`config.mk`:
```
export PLATFORM = sky130hd
export DESIGN_NAME = serial_data_buffers
export DESIGN_NICKNAME = d
export VERILOG_FILES = /design/src/serial_buffers_pkg.sv /design/src/serial_data_buffers.sv
export SDC_FILE = /design/constraint.sdc
export NUM_CORES = 1
export LEC_CHECK = 0
export BUFFER_PORTS_ARGS = -buffer_cell sky130_fd_sc_hd__buf_4
export CAP_MARGIN = 20
export CORE_MARGIN = 3
export CORE_UTILIZATION = 36
export CTS_BUF_LIST = sky130_fd_sc_hd__clkbuf_4 sky130_fd_sc_hd__clkbuf_8
export CTS_CLUSTER_DIAMETER = 200
export DETAILED_ROUTE_END_ITERATION = 8
export PLACE_DENSITY = 0.57
export SLEW_MARGIN = 20
export SYNTH_ARGS = -nofsm -noshare
export SYNTH_HDL_FRONTEND = slang
export SYNTH_SLANG_ARGS = --single-unit
```
`constraint.sdc`:
```
create_clock -name sys_clk -period 8.5 [get_ports sys_clk]
set_input_delay 1.275 -clock sys_clk [delete_from_list [all_inputs] [get_ports sys_clk]]
set_output_delay 1.275 -clock sys_clk [all_outputs]
set_load 0.01 [all_outputs]
```
`src/serial_buffers_pkg.sv`:
```
//
// Behaviour
// - a completed received frame moves from the receive shifter into receive_holding unless receive_holding is still unread
// - receive_holding is eight bits, readable, and ignores writes
// - a frame completing while receive_holding is unread flags overrun
// - with the transmit shifter empty and data pending, load it and send
// - pending data at the end of a frame loads at once, without a gap
// - transmit_holding is eight bits, read and written at any time
// - prescale_sel divides the clock by 1, 4, 16 or 64
// - multiproc_en in asynchronous mode uses the multiprocessor format without parity
// - stop bit field gives one or two transmitted stops; receive checks one
// - parity_odd_sel picks even (0) or odd (1) parity both ways
// - parity_en in asynchronous mode adds parity on transmit and checks on receive
// - char_len_sel picks 8 or 7 data bits in asynchronous mode only
// - seven bit characters go least significant bit first, bit 7 unsent
// - comm_mode_sel picks asynchronous (0) or clock synchronous (1)
// - serial_mode_config accepts writes only while both enables are clear
// - smart_card_sel switches serial_mode_config between normal and smart card layouts
// - smart card bit period uses base_clk_count_sel with base_clk_count_hi
// - block_xfer_en in smart card operation cuts the transmitted frame from two stop bits to one
// - gsm_timing_en sets tx_end_flag at 11 bit times and allows clock hold
// - neither shift register is reachable from the register port
// - with the transmit enable set, writing transmit_holding starts transmission
// - with the receive enable set, reception starts on a start bit or clock
package serial_buffers_pkg;

    localparam int          ADDR_W     = 20;
    localparam logic [19:0] OFS_MODE   = 20'h8a020;
    localparam logic [19:0] OFS_BAUD   = 20'h8a021;
    localparam logic [19:0] OFS_CTRL   = 20'h8a022;
    localparam logic [19:0] OFS_TXH    = 20'h8a023;
    localparam logic [19:0] OFS_STAT   = 20'h8a024;
    localparam logic [19:0] OFS_RXH    = 20'h8a025;

    localparam int MB_CKS  = 0;
    localparam int MB_MP   = 2;
    localparam int MB_STOP = 3;
    localparam int MB_BCP  = 2;
    localparam int MB_PODD = 4;
    localparam int MB_PEN  = 5;
    localparam int MB_CHR  = 6;
    localparam int MB_BLK  = 6;
    localparam int MB_CM   = 7;
    localparam int MB_GSM  = 7;

    localparam int CB_MPT   = 0;
    localparam int CB_BCPHI = 1;
    localparam int CB_HOLD  = 2;
    localparam int CB_RXEN  = 4;
    localparam int CB_TXEN  = 5;
    localparam int CB_SC    = 7;

    localparam int SB_MPB  = 1;
    localparam int SB_TX_END_FLAG = 2;
    localparam int SB_PERR = 3;
    localparam int SB_FERR = 4;
    localparam int SB_OVR  = 5;
    localparam int SB_RXF  = 6;
    localparam int SB_TXE  = 7;

    localparam logic [7:0]  MODE_RST   = 8'h00;
    localparam logic [7:0]  BAUD_RST   = 8'h0f;
    localparam logic [7:0]  CTRL_RST   = 8'h00;
    localparam logic [7:0]  TXH_RST    = 8'hff;
    localparam logic [7:0]  RXH_RST    = 8'h00;
    localparam logic [16:0] OVERSAMPLE = 17'h00010;
    localparam logic [3:0]  GSM_TX_END_FLAG   = 4'hb;

    typedef enum logic [1:0] {TX_IDLE = 2'b01, TX_SHIFT = 2'b10} tx_state_t;
    typedef enum logic [1:0] {RX_IDLE = 2'b01, RX_SHIFT = 2'b10} rx_state_t;

    function automatic logic parity_of(input logic [7:0] d, input logic len7, input logic odd);
        parity_of = (^d[6:0]) ^ (d[7] & ~len7) ^ odd;
    endfunction : parity_of

endpackage : serial_buffers_pkg

```
`src/serial_data_buffers.sv`:
```
`timescale 1ns/10ps
`default_nettype none
module serial_data_buffers
    import serial_buffers_pkg::*;
#(
    parameter int AW = ADDR_W
)
(
    input  wire logic          sys_clk,
    input  wire logic          reset_n,
    input  wire logic          clk_en,
    input  wire logic [AW-1:0] addr,
    input  wire logic [7:0]    wr_data,
    input  wire logic          wr_en,
    input  wire logic          rd_en,
    output logic      [7:0]    rd_data,
    input  wire logic          rx_data_pin,
    output logic               tx_data_pin,
    output logic               sync_clk_out,
    output logic               rx_full_irq,
    output logic               tx_empty_irq
);

    // ************************************************************
    // reset release and parameter check
    // ************************************************************
    generate
        if (AW < ADDR_W)
        begin : g_bad_aw
            $error("address width too small for register map");
        end
    endgenerate

    logic rst_meta;
    logic rst_n_s;

    always_ff @(posedge sys_clk or negedge reset_n)
    begin
        if (!reset_n)
        begin
            rst_meta <= 1'b0;
            rst_n_s  <= 1'b0;
        end
        else
        begin
            rst_meta <= 1'b1;
            rst_n_s  <= rst_meta;
        end
    end

    // ************************************************************
    // registers and decoded frame format
    // ************************************************************
    logic [7:0]  serial_mode_config;
    logic [7:0]  baud_div;
    logic [7:0]  serial_control_reg;
    logic [7:0]  transmit_holding;
    logic [7:0]  receive_holding;
    logic        tx_empty;
    logic        rx_full;
    logic        overrun;
    logic        frame_err;
    logic        parity_err;
    logic        tx_end_flag;
    logic        mpb;
    logic        sc;
    logic        async_m;
    logic        mp_m;
    logic        par_m;
    logic        len7;
    logic        stop2;
    logic        gsm;
    logic        tx_en;
    logic        rx_en;
    logic        extra_en;
    logic [3:0]  tx_bits;
    logic [3:0]  rx_last;
    logic [16:0] period;
    logic [16:0] half;
    logic [2:0]  bcp;
    logic        wr_mode;
    logic        wr_txh;
    logic        rd_rxh;

    assign wr_mode  = wr_en && addr == AW'(OFS_MODE);
    assign wr_txh   = wr_en && addr == AW'(OFS_TXH);
    assign rd_rxh   = rd_en && addr == AW'(OFS_RXH);
    assign tx_en    = serial_control_reg[CB_TXEN];
    assign rx_en    = serial_control_reg[CB_RXEN];
    assign sc       = serial_control_reg[CB_SC];
    assign async_m  = sc | ~serial_mode_config[MB_CM];
    assign mp_m     = ~sc & async_m & serial_mode_config[MB_MP];
    assign par_m    = sc ? serial_mode_config[MB_PEN]
                         : async_m & serial_mode_config[MB_PEN] & ~mp_m;
    assign len7     = ~sc & async_m & serial_mode_config[MB_CHR];
    assign stop2    = sc ? ~serial_mode_config[MB_BLK]
                         : async_m & serial_mode_config[MB_STOP];
    assign gsm      = sc & serial_mode_config[MB_GSM];
    assign extra_en = par_m | mp_m;
    assign tx_bits  = async_m ? 4'd8 + {3'd0, ~len7} + {3'd0, extra_en} + {3'd0, stop2} + 4'd1
                              : 4'd8;
    // only the first stop bit is sampled, so a low second stop starts the next frame
    assign rx_last  = async_m ? 4'd8 - {3'd0, len7} + {3'd0, extra_en} + 4'd1 : 4'd8;
    assign bcp      = {serial_control_reg[CB_BCPHI], serial_mode_config[MB_BCP+1:MB_BCP]};
    // smart card: base clocks per bit from the three-bit code, 32 * (code + 1)
    assign period   = 17'(({9'd0, baud_div} + 17'd1)
                      * (sc ? ({14'd0, bcp} + 17'd1) << 5 : OVERSAMPLE));
    assign half     = period >> 1;

    // ************************************************************
    // prescaler
    // ************************************************************
    logic [5:0] presc_cnt;
    logic [5:0] presc_lim;
    logic       tick;

    always_comb
    begin
        case (serial_mode_config[MB_CKS+1:MB_CKS])
            2'b00:   presc_lim = 6'h00;
            2'b01:   presc_lim = 6'h03;
            2'b10:   presc_lim = 6'h0f;
            default: presc_lim = 6'h3f;
        endcase
    end

    assign tick = clk_en && presc_cnt >= presc_lim;

    always_ff @(posedge sys_clk or negedge rst_n_s)
    begin
        if (!rst_n_s)
            presc_cnt <= 6'h00;
        else if (clk_en)
            presc_cnt <= tick ? 6'h00 : presc_cnt + 6'h01;
    end

    // ************************************************************
    // transmitter
    // ************************************************************
    tx_state_t   tx_state;
    logic [11:0] tx_shift_reg;
    logic [3:0]  tx_idx;
    logic [16:0] tx_cnt;
    logic        tx_bit_end;
    logic        tx_frame_end;
    logic        tx_load;
    logic        tx_extra;
    logic [11:0] next_frame;

    assign tx_bit_end   = tick && tx_state == TX_SHIFT && tx_cnt == period - 17'd1;
    assign tx_frame_end = tx_bit_end && tx_idx == tx_bits - 4'd1;
    // the shifter is free when idle or finishing its last bit
    assign tx_load      = tx_en && !tx_empty && clk_en
                          && (tx_state == TX_IDLE || tx_frame_end);
    assign tx_extra     = mp_m ? serial_control_reg[CB_MPT]
                               : parity_of(transmit_holding, len7, serial_mode_config[MB_PODD]);

    always_comb
    begin
        next_frame = 12'hfff;
        if (!async_m)
            next_frame[7:0] = transmit_holding;
        else
        begin
            next_frame[0] = 1'b0;
            if (len7)
            begin
                next_frame[7:1] = transmit_holding[6:0];
                next_frame[8]   = extra_en ? tx_extra : 1'b1;
            end
            else
            begin
                next_frame[8:1] = transmit_holding;
                next_frame[9]   = extra_en ? tx_extra : 1'b1;
            end
        end
    end

    always_ff @(posedge sys_clk or negedge rst_n_s)
    begin
        if (!rst_n_s)
        begin
            tx_state     <= TX_IDLE;
            tx_shift_reg <= 12'hfff;
            tx_idx       <= 4'h0;
            tx_cnt       <= 17'h00000;
            tx_data_pin  <= 1'b1;
        end
        else if (tx_load)
        begin
            tx_state     <= TX_SHIFT;
            tx_shift_reg <= next_frame;
            tx_idx       <= 4'h0;
            tx_cnt       <= 17'h00000;
            tx_data_pin  <= next_frame[0];
        end
        else if (tx_frame_end)
        begin
            tx_state    <= TX_IDLE;
            tx_data_pin <= 1'b1;
        end
        else if (tx_bit_end)
        begin
            tx_shift_reg <= {1'b1, tx_shift_reg[11:1]};
            tx_idx       <= tx_idx + 4'h1;
            tx_cnt       <= 17'h00000;
            tx_data_pin  <= tx_shift_reg[1];
        end
        else if (tick && tx_state == TX_SHIFT)
            tx_cnt <= tx_cnt + 17'h00001;
    end

    // clock output: synchronous frames clock low then high per bit; smart card runs the
    // prescaled clock, held low on request only while gsm timing is on
    always_ff @(posedge sys_clk or negedge rst_n_s)
    begin
        if (!rst_n_s)
            sync_clk_out <= 1'b1;
        else if (clk_en)
        begin
            if (sc)
                sync_clk_out <= (gsm && serial_control_reg[CB_HOLD]) ? 1'b0
                                : sync_clk_out ^ tick;
            else if (!async_m && (tx_load || tx_state == TX_SHIFT) && !tx_frame_end)
                sync_clk_out <= !tx_load && tx_cnt >= half;
            else
                sync_clk_out <= 1'b1;
        end
    end

    // ************************************************************
    // receiver
    // ************************************************************
    rx_state_t   rx_state;
    logic [11:0] rx_shift_reg;
    logic [3:0]  rx_idx;
    logic [16:0] rx_cnt;
    logic        rx_sample;
    logic        rx_done;
    logic [11:0] rx_word;
    logic [7:0]  rx_byte;
    logic        rx_extra;

    assign rx_sample = tick && rx_state == RX_SHIFT && rx_cnt == half;
    assign rx_done   = rx_sample && rx_idx == rx_last;

    always_comb
    begin
        rx_word         = rx_shift_reg;
        rx_word[rx_idx] = rx_data_pin;
        rx_byte         = len7 ? {1'b0, rx_word[7:1]} : rx_word[8:1];
        rx_extra        = len7 ? rx_word[8] : rx_word[9];
    end

    always_ff @(posedge sys_clk or negedge rst_n_s)
    begin
        if (!rst_n_s)
        begin
            rx_state     <= RX_IDLE;
            rx_shift_reg <= 12'h000;
            rx_idx       <= 4'h0;
            rx_cnt       <= 17'h00000;
        end
        else if (clk_en)
        begin
            case (rx_state)
                RX_IDLE:
                begin
                    if (rx_en && async_m && !rx_data_pin)
                    begin
                        rx_state <= RX_SHIFT;
                        rx_idx   <= 4'h0;
                        rx_cnt   <= 17'h00000;
                    end
                    else if (rx_en && !async_m && tx_load)
                    begin
                        rx_state <= RX_SHIFT;
                        rx_idx   <= 4'h1;
                        rx_cnt   <= 17'h00000;
                    end
                end
                RX_SHIFT:
                begin
                    if (rx_sample)
                        rx_shift_reg <= rx_word;
                    if (rx_done || !rx_en || (rx_sample && rx_idx == 4'h0 && rx_data_pin))
                        rx_state <= RX_IDLE;
                    else if (tick && rx_cnt == period - 17'd1)
                    begin
                        rx_cnt <= 17'h00000;
                        rx_idx <= rx_idx + 4'h1;
                    end
                    else if (tick)
                        rx_cnt <= rx_cnt + 17'h00001;
                end
                default: rx_state <= RX_IDLE;
            endcase
        end
    end

    // ************************************************************
    // register port, status and events
    // ************************************************************
    always_ff @(posedge sys_clk or negedge rst_n_s)
    begin
        if (!rst_n_s)
        begin
            serial_mode_config <= MODE_RST;
            baud_div           <= BAUD_RST;
            serial_control_reg <= CTRL_RST;
            transmit_holding   <= TXH_RST;
        end
        else if (clk_en && wr_en)
        begin
            // format fields would corrupt a frame in flight, so they lock while enabled
            if (wr_mode && !tx_en && !rx_en)
                serial_mode_config <= wr_data;
            if (addr == AW'(OFS_BAUD) && !tx_en && !rx_en)
                baud_div <= wr_data;
            if (addr == AW'(OFS_CTRL))
                serial_control_reg <= (tx_en || rx_en)
                    ? {serial_control_reg[CB_SC], wr_data[6:0]} : wr_data;
            if (wr_txh)
                transmit_holding <= wr_data;
        end
    end

    always_ff @(posedge sys_clk or negedge rst_n_s)
    begin
        if (!rst_n_s)
        begin
            tx_empty     <= 1'b1;
            tx_end_flag  <= 1'b1;
            tx_empty_irq <= 1'b0;
        end
        else if (clk_en)
        begin
            tx_empty_irq <= tx_load;
            // the shifter load wins over a write in the same cycle
            tx_empty     <= tx_load | (tx_empty & ~wr_txh);
            if ((gsm ? tx_bit_end && tx_idx == GSM_TX_END_FLAG - 4'd1 : tx_frame_end)
                && tx_empty && !tx_load)
                tx_end_flag <= 1'b1;
            else if (tx_load)
                tx_end_flag <= 1'b0;
        end
    end

    always_ff @(posedge sys_clk or negedge rst_n_s)
    begin
        if (!rst_n_s)
        begin
            receive_holding <= RXH_RST;
            rx_full         <= 1'b0;
            overrun         <= 1'b0;
            frame_err       <= 1'b0;
            parity_err      <= 1'b0;
            mpb             <= 1'b0;
            rx_full_irq     <= 1'b0;
        end
        else if (clk_en)
        begin
            rx_full_irq <= rx_done && !rx_full;
            if (rx_done && !rx_full)
            begin
                receive_holding <= rx_byte;
                mpb             <= mp_m & rx_extra;
            end
            rx_full <= (rx_done && !rx_full) || (rx_full && !rd_rxh);
            if (rx_done && rx_full)
                overrun <= 1'b1;
            else if (wr_en && addr == AW'(OFS_STAT) && !wr_data[SB_OVR])
                overrun <= 1'b0;
            if (rx_done && async_m && !rx_data_pin)
                frame_err <= 1'b1;
            else if (wr_en && addr == AW'(OFS_STAT) && !wr_data[SB_FERR])
                frame_err <= 1'b0;
            if (rx_done && par_m
                && parity_of(rx_byte, len7, serial_mode_config[MB_PODD]) != rx_extra)
                parity_err <= 1'b1;
            else if (wr_en && addr == AW'(OFS_STAT) && !wr_data[SB_PERR])
                parity_err <= 1'b0;
        end
    end

    // shift registers have no address, so they never reach the port
    always_ff @(posedge sys_clk or negedge rst_n_s)
    begin
        if (!rst_n_s)
            rd_data <= 8'h00;
        else if (clk_en)
        begin
            rd_data <= 8'h00;
            if (rd_en)
            begin
                case (addr)
                    AW'(OFS_MODE): rd_data <= serial_mode_config;
                    AW'(OFS_BAUD): rd_data <= baud_div;
                    AW'(OFS_CTRL): rd_data <= serial_control_reg;
                    AW'(OFS_TXH):  rd_data <= transmit_holding;
                    AW'(OFS_STAT): rd_data <= {tx_empty, rx_full, overrun, frame_err,
                                               parity_err, tx_end_flag, mpb, 1'b0};
                    AW'(OFS_RXH):  rd_data <= receive_holding;
                    default:       rd_data <= 8'h00;
                endcase
            end
        end
    end
endmodule : serial_data_buffers
`default_nettype wire

```
# After elaboration in Yosys (flattened, before gate mapping)
# Index checks and enable logic that the tools add are counted.
[word_totals] output_inout_bits=12 wordCells=254 ff_bits=137
[op_classes] n_mux=62 reduce_logical=91 magnitude_cmp=4 add_sub_neg=16 bitwise=26 mul=1 eq_ne=25
[ops] cell="17-bit 2-to-1 mux" count=9
[ops] cell="20-bit equality test, second input constant" count=6
[ops] cell="8-bit one-hot mux with 6 select lines" count=1
[ops] cell="1-bit logical AND" count=44
[ops] cell="12-bit 2-to-1 mux" count=3
[ops] cell="4-bit 2-to-1 mux" count=9
[ops] cell="17-bit by 1-bit adder with 17-bit output, second input constant" count=2
[ops] cell="17-bit equality test" count=2
[ops] cell="17-bit one-hot mux with 2 select lines" count=1
[ops] cell="8-bit 2-to-1 mux" count=4
[ops] cell="1-bit 2-to-1 mux" count=22
[ops] cell="2-bit AND reduction" count=11
[ops] cell="6-bit one-hot mux with 3 select lines" count=1
[ops] cell="17-bit by 16-bit equality test with 1-bit output" count=1
[ops] cell="17-bit by 16-bit greater-or-equal comparator with 1-bit output" count=1
[ops] cell="9-bit by 9-bit multiplier with 17-bit output" count=1
[ops] cell="17-bit by 1-bit subtractor with 17-bit output, second input constant" count=1
[ops] cell="4-bit by 1-bit adder with 4-bit output, second input constant" count=4
[ops] cell="2-bit nonzero test" count=7
[ops] cell="7-bit parity" count=2
[ops] cell="4-bit by 1-bit adder with 4-bit output" count=3
[ops] cell="12-bit bitwise mux" count=1
[ops] cell="1-bit zero test" count=12
[ops] cell="2-bit 2-to-1 mux" count=6
[ops] cell="other kinds (33)" count=71

# Longest topological paths before layout
# Gate-level depths: netlist of run 1.
[depth] depth_word=22 ltp_mapped=27 mapped_depth_nobuf=25

# Least setup slack after synthesis of run 1
# Ideal clock, no wire load.
[synth_timing] path_type="reg2reg" startpoint="register serial_mode_config[2]" endpoint="register rx_idx[0]" t_arrival_ns=6.493 setup_slack_ns=1.886 synth_period_minus_slack_ns=6.614 stages_incl_launch_ff=24 n_path_buf=1 cell_sequence="dfrtp_1 ha_1 xor2_1 and2_1 clkbuf_1 nand2_1 fa_1 fa_1 inv_1 fa_1 ha_1 ha_1 inv_1 fa_1 or3b_4 nor3_2 o21ai_2 o311a_1 a2111oi_1 nand4_1 nor4_2 nor2_1 or4_1 a22o_1"
[synth_between] elab_chain_len=17
[synth_rtl] element="start, declared" line_no="serial_data_buffers.sv:54" text="logic [7:0] serial_mode_config;"
[synth_rtl] element="start signal, assigned" line_no="serial_data_buffers.sv:317" text="serial_mode_config <= wr_data;"
[synth_rtl] element="parallel branches: the longest is 16 deep, another holds 9-bit by 9-bit multiplier with 17-bit output"
[synth_rtl] element="5-bit AND reduction (no line) *"
[synth_rtl] element="end signal, assigned" line_no="serial_data_buffers.sv:291" text="rx_idx <= rx_idx + 4'h1;"
[synth_rtl] element="end, declared" line_no="serial_data_buffers.sv:236" text="logic [3:0] rx_idx;"
# Mark *: on every way between the ends.
# A chain may end at the register's enable or synchronous reset.

# Worst setup path after layout of run 1
# Same ends and word-level chain as after synthesis.

==> flow_summary.toml, run 1 <==
[run_status]
status = "finished, final reports clean"

[hold_path]
whs_path_depth = 0
whs_endpoint = "rst_n_s"
hold_path.class = "reg -> reg"
min_from = "rst_meta"

[worst_setup_path]
crit_top_cell = "fa_1"
ff2ff_setup_slack_ps = 910
crit_type = "reg -> reg"
worstReg2RegEnd = "rx_idx[0]"
cp_data_required_time_ps = 8840
cp_top_family = "adder cells"
critPathMaxFanout = 13
cp-startpoint = "serial_mode_config[2]"
cp_slowest_cell = "fa_1"
crit_path_max_incr_delay_ps = 650
path_buf_inv = 3
crit_chain = "ha_1, xor2_1, and2_1, nand2_1, fa_1, fa_1, inv_1, fa_1, ha_1, ha_1, inv_1, fa_1, or3b_4, nor3_2, o21ai_2, o311a_1, a2111oi_1, nand4_1, nor4_2, nor2_1, buf_4, or4_1, a22o_1"
critPathArrivalTime_ps = 7940
r2r-start = "serial_mode_config[2]"
end_kind = "register"
r2r_cells = 23
cp-start-kind = "register"

[global_routing]
antenna_found_initial = 0
grt_max_degree = 67
grt_use_total_pct = 18.74
grt_pass1_vias = 8875
overflow = 0
grt_pass1_wl_mm = 49.22

[sta]
slew_viol_final = 0
finalWorstSetupSlack_ps = 905.9
worstMarginPinSlew_ps = 877.2
finalClockSkew_ps = 16.71
period_share_pct = 89.34
finalSetupViolations = 0
clock.fmax_mhz = 131.7
hold_viol = 0
relSlewSlack_pct = 41.52
fin_crit_ps = 7594
rsz0062_at_grt = "false"
setup_tns_ps = 0

[clock_network]
cts_root_buffer = "clkbuf_8"
clkTransAtPathRegs_ps = 80
cts_tree = "yes"
cts.path.max_buffers = 2
clock_latency_ps = 470
ctsResizeCount = 0
postCtsSetupBuffers = 0
clock-sinks = 131
cts_made_buffers = 17
htreeDepth = 4
cts_hold_buffers = 0

[synth]
yosysWarnings = 0
synth_area_leader_cell = "dfrtp_1"
yosys.area_share.simple_pct = 19.38
avgSynthCellArea_um2 = 9.112
synthAdderAreaFrac_pct = 12.12
synthMuxAreaShare_pct = 7.784
synth_edf_count = 0
syn_inst = 1196
yosysTopAreaCellShare_pct = 23.88
synth_top_family_by_area = "simple AND/OR/NAND/NOR gates"
synth-compound-area-share_pct = 16.29
synth_area_mm2 = 0.01090
async_reset_ff_share_pct = 100.0
synth_seq_area_share_pct = 30.39
ys_seq_elements = 131
synth_area_leaders = "dfrtp_1 24%, ha_1 8.3%, dfstp_2 6.5%"
synthXorXnorAreaFrac_pct = 8.703
syn_nets = 1323
synth-main-ff-cell = "dfrtp_1"
synth_cell_types = 91

[flow_run]
maxCapViolations = 0

[floorplanning]
coreArea_mm2 = 0.02972
initial_utilization_pct = 36.67
die_w_um = 180.0
io_pins = 46
rows = 63
dieArea_mm2 = 0.03240
die_h_um = 180.0

[layout]
area_growth_pct = 10.08
layout.cells.non_filler = 1617
nNetsFinal = 1341
mostFrequentLayoutCells = "103 x dfrtp_1, 97 x nor2_1, 92 x nand2_1"
design_area_mm2 = 0.01200
seq_area_mm2 = 0.003316
final_common_cell = "dfrtp_1"
multi_input_area_mm2 = 0.007020
top_regs = "rx_cnt: 17 flops, tx_cnt: 17 flops"
drive_above_1_share_pct = 16.95
antenna_cells = 0
fillers = 2992

[drt]
drtAntennaViolNets = 0
wl_mm = 30.22
dr.pass1.iters = 6
drtIter0Drc = 759
vias = 9048
route.detailed.drc = 0
vias_per_cell = 5.596
wl_per_cell_um = 18.69

[power]
cellPowerDensity_mw_per_mm2 = 102.9
power.leakage_nw = 5.271
max-vdd-ir-drop_mv = 0.09323

[placement]
port_buffers = 45
place.detailed.hpwl_mm = 23.07
post-place-ws_ps = 1038
place.gp.congestion = 0.8843
dpl.cell_count = 1585
place_area_mm2 = 0.01160
layout make-up:
type,count,share of cell area [%]
multi-input cells,917,58.52
clock buffers,20,2.190
clock inverters,12,1.106
inverters,87,2.722
repair buffers,60,3.755
flip-flops and latches,131,27.64
well taps,390,4.068
logic make-up (layout without fill, tap and decap cells):
| logic type | after synthesis | after routing |
|---|---|---|
| AOI/OAI and AO/OA | 248 | 248 |
| xor gates and xnor gates | 94 | 94 |
| adders and majority gates | 93 | 93 |
| buffers and inverters | 148 | 179 |
| DFF | 131 | 131 |
| muxes | 77 | 77 |
| other | 1 | 1 |
| and+or+nand+nor | 404 | 404 |
worst max path at each step:
| stage | to | slack [ps] | depth (start not counted) |
|---|---|---|---|
| 6_report | rx_idx[0] | 910 | 23 |
| 5_1_grt | rx_cnt[11] | 450 | 22 |
| 4_1_cts | rx_cnt[6] | 990 | 22 |
| 3_5_place_dp | rx_cnt[6] | 1040 | 22 |
| 3_3_place_gp | rx_idx[0] | 1160 | 23 |
| 2_1_floorplan | rx_idx[0] | 1890 | 23 |
routing by layer:
| layer | GRT usage [%] | up-vias | wire [um] |
|---|---|---|---|
| li1 | - | 4336 | - |
| met1 | 26.02 | 4391 | 14030 |
| met5 | 0 | - | 0 |
| met2 | 30.67 | 279 | 14220 |
| met4 | 4.610 | 0 | 532 |
| met3 | 3.035 | 42 | 1441 |
worst reg2reg max path: cells and delay by family, from the launching register on:
| family | cells | cell delay (ps) |
|---|---|---|
| fa+ha+maj | 7 | 2870 |
| simple gates | 8 | 2390 |
| compound gates | 4 | 1240 |
| flops | 1 | 480 |
| buf+inv | 3 | 310 |
| xor+xnor | 1 | 160 |
stage by stage:
step | util (%) | total power [mW] | hold slack, ps
after detailed placement | 39.03 | 0.7057 | 337.2
after floorplan | - | 0.6754 | 331.2
after global placement | 39.03 | 0.7049 | 344.8
after global routing | 40.37 | 1.282 | 371.9
final | 40.37 | 1.235 | 364.0
after CTS | 40.36 | 1.251 | 367.9
Yosys cell counts (5+ instances only):
| master | number |
|---|---|
| buf_1 | 5 |
| nand4_1 | 21 |
| mux2_2 | 62 |
| or4_1 | 11 |
| xnor2_1 | 51 |
| or3_1 | 5 |
| o2bb2ai_1 | 12 |
| a22oi_1 | 5 |
| nor4_1 | 10 |
| a221oi_1 | 5 |
| a311oi_1 | 6 |
| nand3_1 | 46 |
| a21oi_1 | 29 |
| o2111ai_1 | 6 |
| o21ai_1 | 6 |
| nor3_1 | 15 |
| dfrtp_1 | 104 |
| nor2b_1 | 17 |
| buf_2 | 9 |
| xor2_1 | 33 |
| o211ai_1 | 6 |
| a211oi_1 | 21 |
| o21ai_0 | 39 |
| and3_1 | 20 |
| mux2i_1 | 15 |
| and2_1 | 10 |
| fa_1 | 21 |
| a22o_1 | 6 |
| a31oi_1 | 9 |
| nor2_1 | 97 |
| inv_1 | 83 |
| xnor3_1 | 8 |
| o22ai_1 | 12 |
| clkbuf_1 | 44 |
| o21a_1 | 13 |
| nand2_1 | 92 |
| dfstp_2 | 27 |
| nor4b_1 | 5 |
| o31ai_1 | 17 |
| o41ai_1 | 5 |
| a211o_1 | 6 |
| nand2b_1 | 19 |
| a21o_1 | 11 |
| ha_1 | 72 |
report_power, final:
group	internal, mW	total [mW]	switching [mW]	leakage [nW]
clock network	0.275	0.542	0.267	0.196
registers	0.628	0.636	0.00816	1.64
logic	0.0227	0.0570	0.0343	3.43
Power figures use the tool's default switching activity.
==> run 2: changes to the inputs <==
MAX_ROUTING_LAYER = met4   (was not set)
SKIP_LAST_GASP = 1   (was not set)
==> run 2 against run 1 <==
Combinational power rose by 3.7%. Power rose by 5.3%. Critical path depth did not move. Critical endpoint unchanged. Global-route usage rose by 0.62 points. Routed wire length rose by 0.97%. First-iteration DRC count fell by 20%. Largest power group unchanged. Clock power rose by 12%. Sequential share of layout area fell by 0.12 points. Critical path type unchanged. Clock skew rose by 2.7 ps.
==> flow_summary.toml, run 2 (synthesized netlist as in run 1, its figures left out) <==
[drt]
drtIter0Drc = 609
drtAntennaViolNets = 0
wl_per_cell_um = 18.87
route.detailed.drc = 0
vias_per_cell = 5.603
dr.pass1.iters = 5
vias = 9060
wl_mm = 30.52

[clock_network]
cts_root_buffer = "clkbuf_8"
cts_hold_buffers = 0
clkTransAtPathRegs_ps = 80
postCtsSetupBuffers = 0
cts_made_buffers = 17
cts.path.max_buffers = 2
cts_tree = "yes"
clock_latency_ps = 470
ctsResizeCount = 0
htreeDepth = 4
clock-sinks = 131

[layout]
antenna_cells = 0
mostFrequentLayoutCells = "103 x dfrtp_1, 97 x nor2_1, 92 x nand2_1"
drive_above_1_share_pct = 16.95
nNetsFinal = 1341
top_regs = "rx_cnt: 17 flops, tx_cnt: 17 flops"
layout.cells.non_filler = 1617
design_area_mm2 = 0.01205
area_growth_pct = 10.56
final_common_cell = "dfrtp_1"

[worst_setup_path]
path_buf_inv = 3
crit_top_cell = "fa_1"
crit_chain = "ha_1, xor2_1, and2_1, nand2_1, fa_1, fa_1, inv_1, fa_1, ha_1, ha_1, inv_1, fa_1, or3b_4, nor3_2, o21ai_2, o311a_1, a2111oi_1, nand4_1, nor4_2, nor2_1, buf_4, or4_1, a22o_1"
worstReg2RegEnd = "rx_idx[0]"
crit_type = "reg -> reg"
cp_top_family = "adder cells"
cp-startpoint = "serial_mode_config[2]"
end_kind = "register"
cp_slowest_cell = "fa_1"
r2r-start = "serial_mode_config[2]"
crit_path_max_incr_delay_ps = 710
cp-start-kind = "register"
cp_data_required_time_ps = 8850
ff2ff_setup_slack_ps = 850
r2r_cells = 23
critPathArrivalTime_ps = 7990
critPathMaxFanout = 13

[sta]
fin_crit_ps = 7647
finalSetupViolations = 0
finalWorstSetupSlack_ps = 853.1
hold_viol = 0
finalClockSkew_ps = 19.37
clock.fmax_mhz = 130.8
setup_tns_ps = 0
rsz0062_at_grt = "false"
period_share_pct = 89.96
worstMarginPinSlew_ps = 859.1
relSlewSlack_pct = 42.34
slew_viol_final = 0

[global_routing]
overflow = 0
grt_pass1_wl_mm = 49.33
grt_pass1_vias = 8969
antenna_found_initial = 0
grt_max_degree = 46
grt_use_total_pct = 19.36

[power]
pwr-share-clk_pct = 46.7
max-vdd-ir-drop_mv = 0.09299
p_total_mw = 1.300
pwr-share-seq_pct = 48.8
cellPowerDensity_mw_per_mm2 = 107.9
p_int_mw = 1.003
power.leakage_nw = 5.310
combPwrFrac_pct = 4.5
switchingPower_mw = 0.2971
swShare_pct = 22.85

[flow_run]
maxCapViolations = 0

[hold_path]
hold_path.class = "reg -> async"

[placement]
place_area_mm2 = 0.01160
post-place-ws_ps = 874.2
place.gp.congestion = 0.9114
port_buffers = 45
place.detailed.hpwl_mm = 23.45
dpl.cell_count = 1585

[floorplanning]
die_w_um = 180.0
io_pins = 46
rows = 63
dieArea_mm2 = 0.03240
coreArea_mm2 = 0.02972
initial_utilization_pct = 36.67
die_h_um = 180.0

[run_status]
status = "finished, final reports clean"
-- run 2: metrics by stage --
| stage | hold WS (ps) | utilization (%) |
|---|---|---|
| CTS | 346.3 | 40.53 |
| floorplan | 331.2 | - |
| global route | 360.9 | 40.55 |
| detailed placement | 341.0 | 39.03 |
| finish | 333.1 | 40.55 |
| global placement | 341.4 | 39.03 |
-- run 2: power groups by stage --
stage	Combinational, mW	Sequential [mW]	Clock (mW)
floorplan	0.0257	0.650	0
global placement	0.0598	0.646	0
detailed placement	0.0595	0.646	0
CTS	0.0596	0.634	0.620
global route	0.0647	0.635	0.650
finish	0.0591	0.634	0.607
-- run 2: worst max-delay path by stage --
stage                      endpoint  cells after the start  slack, ps
final                     rx_idx[0]                     23        850
after global routing      rx_cnt[6]                     21        390
after CTS                 rx_idx[0]                     22        870
after detailed placement  rx_idx[0]                     22        870
after global placement    rx_idx[0]                     22        980
after floorplan           rx_idx[0]                     23       1890
-- run 2: cell type report --
cell class                      instances  area (um2)
Clock inverter                          9       150.1
Multi-Input combinational cell        917        7020
Clock buffer                           23       297.8
Sequential cell                       131        3316
Timing Repair Buffer                   60       450.4
Inverter                               87       326.6
Tap cell                              390       488.0
Fill cell                            2990       17670
-- run 2: per-layer routing --
metal	vias up	GRT usage [%]	wire [um]
met5	-	-	0
met4	0	7.859	1107
met3	59	2.631	1372
met2	266	29.76	13820
met1	4377	25.86	14220
li1	4358	-	-
